===== src/pkg/acr_defs.svh =====
// register offsets, field positions and reset values of the accel register bank
// Notes on behaviour
// z sample split over two bytes, flag
// significant motion status at bit 0
// slope detection status at bit 2
// new data status at bit 7
// slope cause axis bits 0..2
// slope sign bits 4..6, 1 negative
// span code decode, reset 0011
// bandwidth code decode, reset 11111
// suspend bit 7, reset 0
// low power bit 6, reset 0
// doze duration bits 4:1, reset 0
// protection on while guard-disable bit 6 clear
// bit 7 selects unfiltered output data
// writing B6 resets every register
// per-axis slope interrupt enables, reset 0
// new data interrupt enable bit 4
// high byte held after low read
// read-only writes ignored, reserved reads zero
`ifndef ACR_DEFS_SVH
`define ACR_DEFS_SVH
`define ACR_OFS_Z_LO        8'h06
`define ACR_OFS_Z_HI        8'h07
`define ACR_OFS_MOT_STS     8'h09
`define ACR_OFS_FRESH_STS   8'h0A
`define ACR_OFS_SLOPE_INFO  8'h0B
`define ACR_OFS_SPAN        8'h0F
`define ACR_OFS_BW          8'h10
`define ACR_OFS_PWR         8'h11
`define ACR_OFS_SETUP       8'h13
`define ACR_OFS_SOFTWARE_RESET_TRIGGER       8'h14
`define ACR_OFS_SLOPE_EN    8'h16
`define ACR_OFS_FRESH_EN    8'h17
`define ACR_SOFTWARE_RESET_TRIGGER_KEY       8'hB6
`define ACR_SPAN_RST        4'h3
`define ACR_SPAN_2G         4'h3
`define ACR_SPAN_4G         4'h5
`define ACR_SPAN_8G         4'h8
`define ACR_BW_RST          5'h1F
`define ACR_BW_FLOOR        5'h08
`define ACR_BIT_SIG_MOT     0
`define ACR_BIT_SLOPE       2
`define ACR_BIT_FRESH       7
`define ACR_BIT_SUSPEND     7
`define ACR_BIT_LOWPWR      6
`define ACR_BIT_GUARD_DIS   6
`define ACR_BIT_UNFILT      7
`define ACR_BIT_FRESH_EN    4
`define ACR_I2C_ADDR_RST    7'h18
`endif


===== src/pkg/acr_pkg.sv =====
// types of the accel register bank
package acr_pkg;
   typedef enum logic [2:0] {
      ACR_I2C_IDLE,
      ACR_I2C_ADDR,
      ACR_I2C_ACK_A,
      ACR_I2C_WRX,
      ACR_I2C_ACK_W,
      ACR_I2C_TX,
      ACR_I2C_ACK_R
   } acr_i2c_state_t;
   typedef enum logic [1:0] {
      ACR_SPAN_2G,
      ACR_SPAN_4G,
      ACR_SPAN_8G,
      ACR_SPAN_UNDEF
   } acr_span_t;
endpackage


===== src/core/acr_regs.sv =====
// accel configuration and status register bank behind a serial bus target
`include "acr_defs.svh"
module acr_regs
   import acr_pkg::*;
#(
   parameter logic [6:0] DEV_ADDR = `ACR_I2C_ADDR_RST
) (
   input  wire logic        ref_clk_i,
   input  wire logic        resetn_i,
   input  wire logic        scl_i,
   input  wire logic        sda_i,
   output logic             sda_o,
   output logic             sda_oe_o,
   input  wire logic        z_valid_i,
   input  wire logic [11:0] z_filt_i,
   input  wire logic [11:0] z_unfilt_i,
   input  wire logic        sig_motion_i,
   input  wire logic        slope_i,
   input  wire logic [2:0]  slope_axis_i,
   input  wire logic [2:0]  slope_neg_i,
   output acr_span_t        span_o,
   output logic [2:0]       bw_step_o,
   output logic             suspend_o,
   output logic             reduced_power_enable_o,
   output logic [3:0]       doze_duration_code_o,
   output logic             unfiltered_o,
   output logic [2:0]       slope_irq_enable_o,
   output logic             fresh_sample_irq_enable_o
);
   ////////////////////////////////////////////////////////////////////////////
   // decode helpers
   function automatic acr_span_t span_dec(input logic [3:0] c);
      case (c)
         `ACR_SPAN_2G: span_dec = ACR_SPAN_2G;
         `ACR_SPAN_4G: span_dec = ACR_SPAN_4G;
         `ACR_SPAN_8G: span_dec = ACR_SPAN_8G;
         default:      span_dec = ACR_SPAN_UNDEF;
      endcase
   endfunction

   // step 0 is 7.81 Hz, each step doubles, step 7 is 1000 Hz
   function automatic logic [2:0] bw_dec(input logic [4:0] c);
      if (c[4]) begin
         bw_dec = 3'h7;
      end else if (c <= `ACR_BW_FLOOR) begin
         bw_dec = 3'h0;
      end else begin
         bw_dec = c[2:0];
      end
   endfunction

   ////////////////////////////////////////////////////////////////////////////
   // bus target and sample path
   logic        rd_stb, wr_stb, soft_rst;
   logic [7:0]  rd_addr, wr_addr, wr_data, rd_data;
   logic [11:0] z_val;
   logic        z_fresh, z_locked;
   logic        sda_o_r;

   logic [3:0]  span_r, span_nxt;
   logic [4:0]  bw_r, bw_nxt;
   logic [7:0]  pwr_r, pwr_nxt;
   logic [1:0]  setup_r, setup_nxt;
   logic [2:0]  slope_en_r, slope_en_nxt;
   logic        fresh_en_r, fresh_en_nxt;
   logic        sig_sts_r, sig_sts_nxt, slope_sts_r, slope_sts_nxt;
   logic        fresh_sts_r, fresh_sts_nxt;
   logic [2:0]  cause_r, cause_nxt, sign_r, sign_nxt;
   logic        slope_hit;
   acr_span_t   span_q_r;
   logic [2:0]  bw_q_r;

   acr_i2c_target #(
      .DEV_ADDR(DEV_ADDR)
   ) u_target (
      .ref_clk_i(ref_clk_i),
      .resetn_i (resetn_i),
      .scl_i    (scl_i),
      .sda_i    (sda_i),
      .sda_oe_o (sda_oe_o),
      .rd_stb_o (rd_stb),
      .rd_addr_o(rd_addr),
      .rd_data_i(rd_data),
      .wr_stb_o (wr_stb),
      .wr_addr_o(wr_addr),
      .wr_data_o(wr_data)
   );

   // protection is on while the guard-disable bit is clear
   acr_sample_guard u_guard (
      .ref_clk_i   (ref_clk_i),
      .resetn_i    (resetn_i),
      .soft_rst_i  (soft_rst),
      .guard_en_i  (~setup_r[0]),
      .sample_stb_i(z_valid_i),
      .sample_i    (setup_r[1] ? z_unfilt_i : z_filt_i),
      .lo_rd_i     (rd_stb && rd_addr == `ACR_OFS_Z_LO),
      .hi_rd_i     (rd_stb && rd_addr == `ACR_OFS_Z_HI),
      .z_o         (z_val),
      .fresh_o     (z_fresh),
      .locked_o    (z_locked)
   );

   assign soft_rst  = wr_stb && wr_addr == `ACR_OFS_SOFTWARE_RESET_TRIGGER && wr_data == `ACR_SOFTWARE_RESET_TRIGGER_KEY;
   assign slope_hit = slope_i && |(slope_axis_i & slope_en_r);

   ////////////////////////////////////////////////////////////////////////////
   // read mux; unmapped and write-only offsets read zero
   always_comb begin
      case (rd_addr)
         `ACR_OFS_Z_LO:       rd_data = {z_val[3:0], 3'b000, z_fresh};
         `ACR_OFS_Z_HI:       rd_data = z_val[11:4];
         `ACR_OFS_MOT_STS:    rd_data = {5'h00, slope_sts_r, 1'b0, sig_sts_r};
         `ACR_OFS_FRESH_STS:  rd_data = {fresh_sts_r, 7'h00};
         `ACR_OFS_SLOPE_INFO: rd_data = {1'b0, sign_r, 1'b0, cause_r};
         `ACR_OFS_SPAN:       rd_data = {4'h0, span_r};
         `ACR_OFS_BW:         rd_data = {3'h0, bw_r};
         `ACR_OFS_PWR:        rd_data = pwr_r;
         `ACR_OFS_SETUP:      rd_data = {setup_r, 6'h00};
         `ACR_OFS_SLOPE_EN:   rd_data = {5'h00, slope_en_r};
         `ACR_OFS_FRESH_EN:   rd_data = {3'h0, fresh_en_r, 4'h0};
         default:             rd_data = 8'h00;
      endcase
   end

   ////////////////////////////////////////////////////////////////////////////
   // configuration writes, masked to writable fields
   always_comb begin
      span_nxt     = span_r;
      bw_nxt       = bw_r;
      pwr_nxt      = pwr_r;
      setup_nxt    = setup_r;
      slope_en_nxt = slope_en_r;
      fresh_en_nxt = fresh_en_r;
      if (wr_stb) begin
         case (wr_addr)
            `ACR_OFS_SPAN:     span_nxt     = wr_data[3:0];
            `ACR_OFS_BW:       bw_nxt       = wr_data[4:0];
            `ACR_OFS_PWR:      pwr_nxt      = wr_data & 8'hDE;
            `ACR_OFS_SETUP:    setup_nxt    = wr_data[7:6];
            `ACR_OFS_SLOPE_EN: slope_en_nxt = wr_data[2:0];
            `ACR_OFS_FRESH_EN: fresh_en_nxt = wr_data[`ACR_BIT_FRESH_EN];
            default:           span_nxt     = span_r;
         endcase
      end
      if (soft_rst) begin
         span_nxt     = `ACR_SPAN_RST;
         bw_nxt       = `ACR_BW_RST;
         pwr_nxt      = 8'h00;
         setup_nxt    = 2'b00;
         slope_en_nxt = 3'b000;
         fresh_en_nxt = 1'b0;
      end
   end

   ////////////////////////////////////////////////////////////////////////////
   // event status: set by events, flags cleared by reading, cause and sign held until the next slope event or soft reset, set wins
   always_comb begin
      sig_sts_nxt   = sig_sts_r;
      slope_sts_nxt = slope_sts_r;
      fresh_sts_nxt = fresh_sts_r;
      cause_nxt     = cause_r;
      sign_nxt      = sign_r;
      if (rd_stb && rd_addr == `ACR_OFS_MOT_STS) begin
         sig_sts_nxt   = 1'b0;
         slope_sts_nxt = 1'b0;
      end
      if (rd_stb && rd_addr == `ACR_OFS_FRESH_STS) begin
         fresh_sts_nxt = 1'b0;
      end
      if (sig_motion_i) begin
         sig_sts_nxt = 1'b1;
      end
      if (slope_hit) begin
         slope_sts_nxt = 1'b1;
         cause_nxt     = slope_axis_i & slope_en_r;
         sign_nxt      = slope_neg_i & slope_axis_i & slope_en_r;
      end
      if (z_valid_i && fresh_en_r) begin
         fresh_sts_nxt = 1'b1;
      end
      if (soft_rst) begin
         sig_sts_nxt   = 1'b0;
         slope_sts_nxt = 1'b0;
         fresh_sts_nxt = 1'b0;
         cause_nxt     = 3'b000;
         sign_nxt      = 3'b000;
      end
   end

   ////////////////////////////////////////////////////////////////////////////
   always_ff @(posedge ref_clk_i or negedge resetn_i) begin
      if (!resetn_i) begin
         span_r      <= `ACR_SPAN_RST;
         bw_r        <= `ACR_BW_RST;
         pwr_r       <= 8'h00;
         setup_r     <= 2'b00;
         slope_en_r  <= 3'b000;
         fresh_en_r  <= 1'b0;
         sig_sts_r   <= 1'b0;
         slope_sts_r <= 1'b0;
         fresh_sts_r <= 1'b0;
         cause_r     <= 3'b000;
         sign_r      <= 3'b000;
         span_q_r    <= ACR_SPAN_2G;
         bw_q_r      <= 3'h7;
         sda_o_r     <= 1'b0;
      end else begin
         span_r      <= span_nxt;
         bw_r        <= bw_nxt;
         pwr_r       <= pwr_nxt;
         setup_r     <= setup_nxt;
         slope_en_r  <= slope_en_nxt;
         fresh_en_r  <= fresh_en_nxt;
         sig_sts_r   <= sig_sts_nxt;
         slope_sts_r <= slope_sts_nxt;
         fresh_sts_r <= fresh_sts_nxt;
         cause_r     <= cause_nxt;
         sign_r      <= sign_nxt;
         span_q_r    <= span_dec(span_nxt);
         bw_q_r      <= bw_dec(bw_nxt);
         sda_o_r     <= 1'b0;    // open drain: only ever pulls low
      end
   end

   assign sda_o                     = sda_o_r;
   assign span_o                    = span_q_r;
   assign bw_step_o                 = bw_q_r;
   assign suspend_o                 = pwr_r[`ACR_BIT_SUSPEND];
   assign reduced_power_enable_o    = pwr_r[`ACR_BIT_LOWPWR];
   assign doze_duration_code_o      = pwr_r[4:1];
   assign unfiltered_o              = setup_r[1];
   assign slope_irq_enable_o        = slope_en_r;
   assign fresh_sample_irq_enable_o = fresh_en_r;

   function automatic logic rd_data_chk(input logic [7:0] a, input int b);
      rd_data_chk = (a == `ACR_OFS_MOT_STS) && sig_sts_r && (b == 0);
   endfunction
endmodule


===== src/core/acr_i2c_target.sv =====
// serial bus target: byte pointer, auto-increment, register strobes
`include "acr_defs.svh"
module acr_i2c_target
   import acr_pkg::*;
#(
   parameter logic [6:0] DEV_ADDR = `ACR_I2C_ADDR_RST
) (
   input  wire logic       ref_clk_i,
   input  wire logic       resetn_i,
   input  wire logic       scl_i,
   input  wire logic       sda_i,
   output logic            sda_oe_o,
   output logic            rd_stb_o,
   output logic [7:0]      rd_addr_o,
   input  wire logic [7:0] rd_data_i,
   output logic            wr_stb_o,
   output logic [7:0]      wr_addr_o,
   output logic [7:0]      wr_data_o
);
   acr_i2c_state_t st_r, st_nxt;
   logic       scl_r, sda_r, oe_r, oe_nxt, rw_r, rw_nxt, first_r, first_nxt;
   logic       nack_r, nack_nxt;
   logic [3:0] cnt_r, cnt_nxt;
   logic [7:0] sh_r, sh_nxt, ptr_r, ptr_nxt;
   logic       start, stop, rise, fall;

   assign start    = scl_r & scl_i & sda_r & ~sda_i;
   assign stop     = scl_r & scl_i & ~sda_r & sda_i;
   assign rise     = ~scl_r & scl_i;
   assign fall     = scl_r & ~scl_i;
   assign sda_oe_o = oe_r;

   always_comb begin
      st_nxt    = st_r;
      oe_nxt    = oe_r;
      rw_nxt    = rw_r;
      first_nxt = first_r;
      nack_nxt  = nack_r;
      cnt_nxt   = cnt_r;
      sh_nxt    = sh_r;
      ptr_nxt   = ptr_r;
      rd_stb_o  = 1'b0;
      wr_stb_o  = 1'b0;
      rd_addr_o = ptr_r;
      wr_addr_o = ptr_r;
      wr_data_o = sh_r;
      if (start) begin
         st_nxt  = ACR_I2C_ADDR;
         cnt_nxt = 4'h0;
         oe_nxt  = 1'b0;
      end else if (stop) begin
         st_nxt = ACR_I2C_IDLE;
         oe_nxt = 1'b0;
      end else begin
         case (st_r)
            ACR_I2C_ADDR, ACR_I2C_WRX: begin
               if (rise && cnt_r != 4'h8) begin
                  sh_nxt  = {sh_r[6:0], sda_i};
                  cnt_nxt = cnt_r + 4'h1;
               end else if (fall && cnt_r == 4'h8) begin
                  cnt_nxt = 4'h0;
                  if (st_r == ACR_I2C_ADDR) begin
                     if (sh_r[7:1] == DEV_ADDR) begin
                        oe_nxt    = 1'b1;
                        rw_nxt    = sh_r[0];
                        first_nxt = 1'b1;
                        st_nxt    = ACR_I2C_ACK_A;
                     end else begin
                        st_nxt = ACR_I2C_IDLE;
                     end
                  end else begin
                     oe_nxt = 1'b1;
                     st_nxt = ACR_I2C_ACK_W;
                     if (first_r) begin
                        ptr_nxt   = sh_r;
                        first_nxt = 1'b0;
                     end else begin
                        wr_stb_o = 1'b1;
                        ptr_nxt  = ptr_r + 8'h01;
                     end
                  end
               end
            end
            ACR_I2C_ACK_W: begin
               if (fall) begin
                  oe_nxt = 1'b0;
                  st_nxt = ACR_I2C_WRX;
               end
            end
            ACR_I2C_ACK_A, ACR_I2C_ACK_R: begin
               if (rise && st_r == ACR_I2C_ACK_R) begin
                  nack_nxt = sda_i;
               end
               if (fall) begin
                  cnt_nxt = 4'h0;
                  if (st_r == ACR_I2C_ACK_A && !rw_r) begin
                     oe_nxt = 1'b0;
                     st_nxt = ACR_I2C_WRX;
                  end else if (st_r == ACR_I2C_ACK_R && nack_r) begin
                     st_nxt = ACR_I2C_IDLE;
                  end else begin
                     // byte is fetched on the falling edge so the read side effect fires once
                     rd_stb_o = 1'b1;
                     ptr_nxt  = ptr_r + 8'h01;
                     sh_nxt   = rd_data_i;
                     oe_nxt   = ~rd_data_i[7];
                     st_nxt   = ACR_I2C_TX;
                  end
               end
            end
            ACR_I2C_TX: begin
               if (fall) begin
                  cnt_nxt = cnt_r + 4'h1;
                  if (cnt_r == 4'h7) begin
                     oe_nxt = 1'b0;
                     st_nxt = ACR_I2C_ACK_R;
                  end else begin
                     sh_nxt = {sh_r[6:0], 1'b0};
                     oe_nxt = ~sh_r[6];
                  end
               end
            end
            default: st_nxt = ACR_I2C_IDLE;
         endcase
      end
   end

   always_ff @(posedge ref_clk_i or negedge resetn_i) begin
      if (!resetn_i) begin
         st_r    <= ACR_I2C_IDLE;
         scl_r   <= 1'b1;
         sda_r   <= 1'b1;
         oe_r    <= 1'b0;
         rw_r    <= 1'b0;
         first_r <= 1'b0;
         nack_r  <= 1'b0;
         cnt_r   <= 4'h0;
         sh_r    <= 8'h00;
         ptr_r   <= 8'h00;
      end else begin
         st_r    <= st_nxt;
         scl_r   <= scl_i;
         sda_r   <= sda_i;
         oe_r    <= oe_nxt;
         rw_r    <= rw_nxt;
         first_r <= first_nxt;
         nack_r  <= nack_nxt;
         cnt_r   <= cnt_nxt;
         sh_r    <= sh_nxt;
         ptr_r   <= ptr_nxt;
      end
   end
endmodule


===== src/core/acr_sample_guard.sv =====
// z sample holding with read pairing protection
module acr_sample_guard (
   input  wire logic        ref_clk_i,
   input  wire logic        resetn_i,
   input  wire logic        soft_rst_i,
   input  wire logic        guard_en_i,
   input  wire logic        sample_stb_i,
   input  wire logic [11:0] sample_i,
   input  wire logic        lo_rd_i,
   input  wire logic        hi_rd_i,
   output logic [11:0]      z_o,
   output logic             fresh_o,
   output logic             locked_o
);
   logic [11:0] z_r, z_nxt;
   logic [7:0]  pend_r, pend_nxt;
   logic        fresh_r, fresh_nxt, lock_r, lock_nxt;

   always_comb begin
      z_nxt     = z_r;
      pend_nxt  = pend_r;
      fresh_nxt = fresh_r;
      lock_nxt  = lock_r;
      if (lo_rd_i && guard_en_i) begin
         lock_nxt = 1'b1;
      end
      if (hi_rd_i || !guard_en_i) begin
         lock_nxt  = 1'b0;
         fresh_nxt = 1'b0;
      end
      if (sample_stb_i) begin
         z_nxt[3:0] = sample_i[3:0];
         pend_nxt   = sample_i[11:4];
         fresh_nxt  = 1'b1;                                // set wins over clear
      end
      // newest high byte waits here while locked, so unlock shows the latest sample
      if (!lock_nxt) begin
         z_nxt[11:4] = pend_nxt;
      end
      if (soft_rst_i) begin
         z_nxt     = 12'h000;
         pend_nxt  = 8'h00;
         fresh_nxt = 1'b0;
         lock_nxt  = 1'b0;
      end
   end

   always_ff @(posedge ref_clk_i or negedge resetn_i) begin
      if (!resetn_i) begin
         z_r     <= 12'h000;
         pend_r  <= 8'h00;
         fresh_r <= 1'b0;
         lock_r  <= 1'b0;
      end else begin
         z_r     <= z_nxt;
         pend_r  <= pend_nxt;
         fresh_r <= fresh_nxt;
         lock_r  <= lock_nxt;
      end
   end

   assign z_o      = z_r;
   assign fresh_o  = fresh_r;
   assign locked_o = lock_r;
endmodule


===== config.mk =====
export PLATFORM = sky130hd
export DESIGN_NAME = acr_regs
export DESIGN_NICKNAME = d
export VERILOG_FILES = /design/src/pkg/acr_pkg.sv /design/src/core/acr_regs.sv /design/src/core/acr_i2c_target.sv /design/src/core/acr_sample_guard.sv
export VERILOG_INCLUDE_DIRS = /design/src /design/src/pkg
export SDC_FILE = /design/constraint.sdc
export NUM_CORES = 1
export LEC_CHECK = 0
export ABC_AREA = 1
export BUFFER_PORTS_ARGS = -buffer_cell sky130_fd_sc_hd__buf_2
export CORE_AREA = 2 2 115 117
export DETAILED_ROUTE_END_ITERATION = 8
export DIE_AREA = 0 0 117 119
export HOLD_SLACK_MARGIN = 0.05
export PLACE_DENSITY_LB_ADDON = 0.15
export SLEW_MARGIN = 20
export SYNTH_ARGS = -nofsm -noshare
export SYNTH_HDL_FRONTEND = slang
export SYNTH_SLANG_ARGS = --single-unit

===== constraint.sdc =====
create_clock -name ref_clk_i -period 2.8 [get_ports ref_clk_i]
set_input_delay 0.14 -clock ref_clk_i [delete_from_list [all_inputs] [get_ports ref_clk_i]]
set_output_delay 0.14 -clock ref_clk_i [all_outputs]
set_load 0.05 [all_outputs]

# ---- After elaboration in Yosys (flattened, before gate mapping)
# Cells that the tools add are included.
dict set report totals {
  register_bits 88
  out_inout_bits 18
  inputBits 37
}
dict set report op_classes {
  n_eq_ne 49
  muxes 108
  n_bitwise 20
  n_reduce_logical 46
  magnitude_cmp 1
  add_sub_neg 2
}
# op n
set ops {}
lappend ops {{8-bit two-way mux} 19}
lappend ops {{8-bit case mux with 11 select lines} 1}
lappend ops {{3-bit two-way mux} 20}
lappend ops {{8-bit by 5-bit == test with 1-bit output (second input constant)} 6}
lappend ops {{1-bit two-way mux} 43}
lappend ops {{4-bit two-way mux} 10}
lappend ops {{8-bit by 4-bit == test with 1-bit output (second input constant)} 4}
lappend ops {{12-bit two-way mux} 2}
lappend ops {{4-bit by 1-bit != test with 1-bit output (second input constant)} 6}
lappend ops {{8-bit case mux with 3 select lines} 1}
lappend ops {{9-bit AND reduction} 2}
lappend ops {{8-bit by 3-bit == test with 1-bit output (second input constant)} 2}
lappend ops {{8-bit case mux with 2 select lines} 1}
lappend ops {{2-bit nonzero test} 8}
lappend ops {{5-bit two-way mux} 3}
lappend ops {{3-bit nonzero test} 5}
lappend ops {{1-bit logical AND} 14}
lappend ops {{2-bit != test (second input constant)} 7}
lappend ops {{3-bit case mux with 4 select lines} 1}
lappend ops {{4-bit case mux with 3 select lines} 1}
lappend ops {{6-bit AND reduction} 2}
lappend ops {{2-bit by 1-bit != test with 1-bit output (second input constant)} 5}
lappend ops {{1-bit inverter} 10}
lappend ops {{3-bit AND} 3}
lappend ops {{31 further kinds} 50}

# ---- Depth between registers and ports, before layout
dict set report depth {
  depth_word 14
  mapped_depth 13
}

# ---- Modules after synthesis
# A second synthesis with hierarchy kept.
dict set report unflattened {
  cells_unflattened 737
  area_unflattened_um2 5233.8
}
# mod n_inst area_each_um2 cells_per_inst seq_area_each_um2
set by_module_without_submodules {}
lappend by_module_without_submodules {acr_regs 1 2293.4 332 888.4}
lappend by_module_without_submodules {acr_i2c_target 1 2029.4 306 728.2}
lappend by_module_without_submodules {acr_sample_guard 1 910.9 99 550.5}

# ---- Worst setup path before layout
# No wires, ideal clock.
dict set report synth_path {
  path_type {register -> register}
  from {reg u_target.cnt_r[0]}
  to {reg pwr_r[1]}
  path_stages_with_launch 14
  arrival_ns 1.618
  path_buffers 0
  required_time_ns 2.673
  synth_period_minus_slack_ns 1.745
  setup_slack_ns 1.055
  cell_sequence {dfrtp_1 -> inv_1 -> ha_1 -> nand2_1 -> nor2_1 -> nand2_1 -> nor2_8 -> inv_1 -> nor2_2 -> inv_2 -> nand2_1 -> inv_1 -> nand2_1 -> o21ai_0}
}
dict set report synth_between {
  elab_chain_len 11
  word_cells_on_any_way 15
  classes_between {eq/ne: 2; mux: 6; reduce/logical: 7}
}
# element line
set synth_rtl {}
lappend synth_rtl {{from (decl)} acr_i2c_target.sv:23} ;# logic [3:0] cnt_r, cnt_nxt;
lappend synth_rtl {{from (signal assigned)} acr_i2c_target.sv:148} ;# cnt_r <= cnt_nxt;
lappend synth_rtl {{4-bit == test} acr_i2c_target.sv:60} ;# end else if (fall && cnt_r == 4'h8) begin
lappend synth_rtl {{1-bit logical AND} acr_i2c_target.sv:60}
lappend synth_rtl {{1-bit two-way mux} acr_i2c_target.sv:60}
lappend synth_rtl {{1-bit two-way mux (*)} acr_i2c_target.sv:57} ;# if (rise && cnt_r != 4'h8) begin
lappend synth_rtl {{1-bit two-way mux (*)} acr_i2c_target.sv:55} ;# case (st_r)
lappend synth_rtl {{1-bit two-way mux (*)} acr_i2c_target.sv:51} ;# end else if (stop) begin
lappend synth_rtl {{1-bit two-way mux (*)} acr_i2c_target.sv:47} ;# if (start) begin
lappend synth_rtl {{1-bit logical AND (no source line) (2 in a row)} -}
lappend synth_rtl {{2-bit nonzero test (no source line)} -}
lappend synth_rtl {{2-bit AND reduction (no source line)} -}
lappend synth_rtl {{to (signal assigned)} acr_regs.sv:211} ;# pwr_r <= pwr_nxt;
lappend synth_rtl {{to (decl)} acr_regs.sv:62} ;# logic [7:0] pwr_r, pwr_nxt;
# Mark *: on every way between the ends. The rest lies on a longest branch, timed or not.
# A chain may end at the register's enable or synchronous reset.

# ---- Worst setup path in the final report
dict set report layout_path {
  from {reg u_target.ptr_r[6], in the netlist u_target.rd_addr_o[6]}
  to {reg sign_r[1]}
}
dict set report layout_between {
  elab_chain_len 4
  word_cells_on_any_way 5
  classes_between {eq/ne: 1; mux: 1; reduce/logical: 3}
}
# element line
set layout_rtl {}
lappend layout_rtl {{from (decl)} acr_i2c_target.sv:24} ;# logic [7:0] sh_r, sh_nxt, ptr_r, ptr_nxt;
lappend layout_rtl {{from (signal assigned)} acr_i2c_target.sv:150} ;# ptr_r <= ptr_nxt;
lappend layout_rtl {{8-bit by 5-bit == test with 1-bit output (no source line) (*)} -}
lappend layout_rtl {{1-bit logical AND (no source line) (*) (2 in a row)} -}
lappend layout_rtl {{3-bit two-way mux / 2-bit nonzero test (equally long branches)} -}
lappend layout_rtl {{to (signal assigned)} acr_regs.sv:219} ;# sign_r <= sign_nxt;
lappend layout_rtl {{to (decl)} acr_regs.sv:68} ;# logic [2:0] cause_r, cause_nxt, sign_r, sign_nxt;
# Marks and branches as above.

==> flow_metrics.tcl <==
set metrics [dict create \
    status "completed" \
    n_antenna_cell 0 \
    reg2reg_from "u_target.rd_addr_o[6]" \
    powerDensity_mw_per_mm2 588 \
    num_rows 42 \
    num_vias 4593 \
    cts_tree "built" \
    cts_inserted_buffers 9 \
    max_slew_margin 0.505 \
    cp.depth 8 \
    io_pins 55 \
    ys_types 43 \
    drive_above_1_share 0.159 \
    worst_setup_path_end_kind "flip-flop" \
    fmax_mhz 445 \
    final_common_cell "nand2_1" \
    clock-sinks 86 \
    avgRoutedWirePerCell_um 14.8 \
    crit_required_ps 3030 \
    ant_nets 0 \
    die_h_um 119 \
    cts_root_buf "clkbuf_16" \
    via_per_inst 5.10 \
    clk_pin_slew_ps 60 \
    place.gp.congestion 0.928 \
    grt_max_degree 51 \
    setup_viol 0 \
    ff2ff_setup_slack_ps 550 \
    slowest_stage "nor2_2" \
    worstPathCellList "nor2_1 -> nand3_1 -> nor2_2 -> nand3_4 -> nand2_1 -> inv_1 -> nand4_1 -> nand2_1" \
    p_leak_nw 2.85 \
    multi_input_area_mm2 0.00244 \
    crit_path_max_fanout 28 \
    r2r-end "sign_r[1]" \
    synth_ff_type "dfrtp_1" \
    rsz0062_at_grt "false" \
    dp_hpwl_mm 10.1 \
    track_usage 0.207 \
    fillerInstances 1300 \
    overflow 0 \
    route.detailed.drc 0 \
    design_area_mm2 0.00578 \
    cp-endpoint "sign_r[1]" \
    critical-path-max-stage-delay_ps 430 \
    ir_drop_mv 0.232 \
    firstDrtPassIters 6 \
    cp_common_cell "nand2_1" \
    grt_pass1_vias 4380 \
    start_kind "flip-flop" \
    ys_ff_latch 86 \
    ys_seq_area_frac 0.436 \
    tns_ps 0 \
    worstMarginPinSlew_ps 742 \
    crit_buf_inv 1 \
    syn_nets 705 \
    drtIter0Drc 278 \
    arrival_ps 2470 \
    clk_latency_ps 340 \
    critical_path.top_delay_family "simple AND/OR/NAND/NOR gates" \
    core-area_mm2 0.0129 \
    antenna_found_initial 0 \
    routed_wl_mm 13.4 \
    period_share 0.802 \
    worstHoldStart "z_valid_i" \
    yosys_warnings 0 \
    synthesis.area_mm2 0.00496 \
    crit_type "reg2reg" \
    drv_cap 0 \
    finalHoldViolations 0 \
    initial_core_util 0.386 \
    clk_path_buf_depth 2 \
    die_width_um 117 \
    period_needed_ps 2250 \
    synthCells 662 \
    synth_edf_count 0 \
    mostFrequentLayoutCells "nand2_1 (192), dfrtp_1 (74), inv_1 (70), nor2_1 (70), nand3_1 (55)" \
    synth-async-reset-ratio 1.00 \
    portBuffers 53 \
    post-cts-setup-buffer-count 0 \
    nets 763 \
    dpl_cell_area_mm2 0.00542 \
    synth.avg_cell_area_um2 7.50 \
    area_growth_pct 16.4 \
    cp-startpoint "u_target.rd_addr_o[6]" \
    r2r_cells 8 \
    grt_pass1_wl_mm 22.2 \
    die_area_mm2 0.0139 \
    slew_viol_final 0 \
    cts_resized 0 \
    htree_levels 3 \
    worstHoldPathType "in2reg" \
    seqCellArea_mm2 0.00217 \
    skew_ps 6.80 \
]
[metrics by stage]
stage	cells	setup WS, ps	hold WS, ps	total power [mW]	utilization
2_1_floorplan	662	1050	-156	1.85	-
3_3_place_gp	882	626	161	2.07	0.421
3_5_place_dp	882	579	170	2.09	0.421
4_1_cts	901	566	55.2	3.42	0.449
5_1_grt	901	297	74.7	3.58	0.449
6_report	901	555	63.3	3.40	0.449
[tightest hold or removal path: cells and delay by family]
family | cells | cell delay (ps)
buffers and inverters | 1 | 100
and+or+nand+nor | 2 | 130
[per-layer routing]
layer	vias to the layer above	global-route usage	routed length [µm]
met5	-	0	0
met4	0	0.0897	443
met3	37	0.0321	498
met2	121	0.325	6260
met1	2156	0.281	6150
li1	2279	-	-
[worst min path at each step]
stage                                        to  slack (ps)  cells past startpoint
after floorplan                      cause_r[0]        -160                      0
after global placement    u_target.rd_addr_o[5]         160                      1
after detailed placement  u_target.rd_addr_o[5]         170                      1
after CTS                             sign_r[2]          60                      3
after global routing                  sign_r[0]          70                      3
final                               fresh_sts_r          60                      3
[area by class of cell]
type	count	area share
Multi-Input combinational cell	487	0.422
Sequential cell	86	0.375
Timing Repair Buffer	60	0.0589
Inverter	76	0.0494
Clock buffer	13	0.0450
Tap cell	176	0.0381
Clock inverter	3	0.0117
[state kept, by name (all words and copies together) (netlist names), 4 cells and up]
signal              cells
pwr_r                   6
bw_r                    5
u_target.wr_data_o      8
u_target.cnt_r          4
u_guard.z_o            12
u_target.rd_addr_o      8
u_guard.pend_r          8
span_r                  4
[report_power, final]
group / switching [mW] / internal [mW] / total (mW)
combinational: 0.395 / 0.179 / 0.574
sequential: 0.147 / 1.36 / 1.50
clock: 0.489 / 0.831 / 1.32
total: 1.03 / 2.37 / 3.40
[timing repair]
action                                  in CTS  in global routing
hold buffers                                 3                  0
endpoints found under the setup margin       0                  0
hold endpoints to repair                    31                  0
[cells in the mapped netlist, types with 2 or more instances]
master	n	share of area
a21oi_1	18	0.018
a31oi_1	2	0.0025
buf_2	3	0.0030
buf_4	2	0.0030
buf_6	2	0.0045
clkbuf_1	6	0.0045
dfrtp_1	74	0.37
dfstp_2	12	0.064
ha_1	6	0.015
inv_1	70	0.053
inv_2	5	0.0038
mux2i_1	13	0.026
nand2_1	192	0.15
nand2_2	4	0.0050
nand3_1	55	0.055
nand3_2	3	0.0060
nand3_4	2	0.0071
nand4_1	17	0.021
nor2_1	70	0.053
nor2_2	6	0.0076
nor2_4	4	0.0091
nor3_1	10	0.010
o211ai_1	6	0.0091
o211ai_2	4	0.010
o21ai_0	54	0.054
o21ai_1	2	0.0020
o22ai_1	2	0.0025
xnor2_1	2	0.0035
xor2_1	2	0.0035
[logic make-up (layout without fill, tap and decap cells)]
kind of cell               after synthesis  in the layout  share of synthesized area
xor gates and xnor gates                 4              4                    0.00706
DFF                                     86             86                      0.436
and+or+nand+nor                        370            370                      0.334
muxes                                   13             13                     0.0262
adders and majority gates                6              6                     0.0151
AOI/OAI and AO/OA                       93             93                      0.108
buffers and inverters                   89            152                     0.0726
other                                    1              1                   0.000755
(Power assumes the default switching activity.)
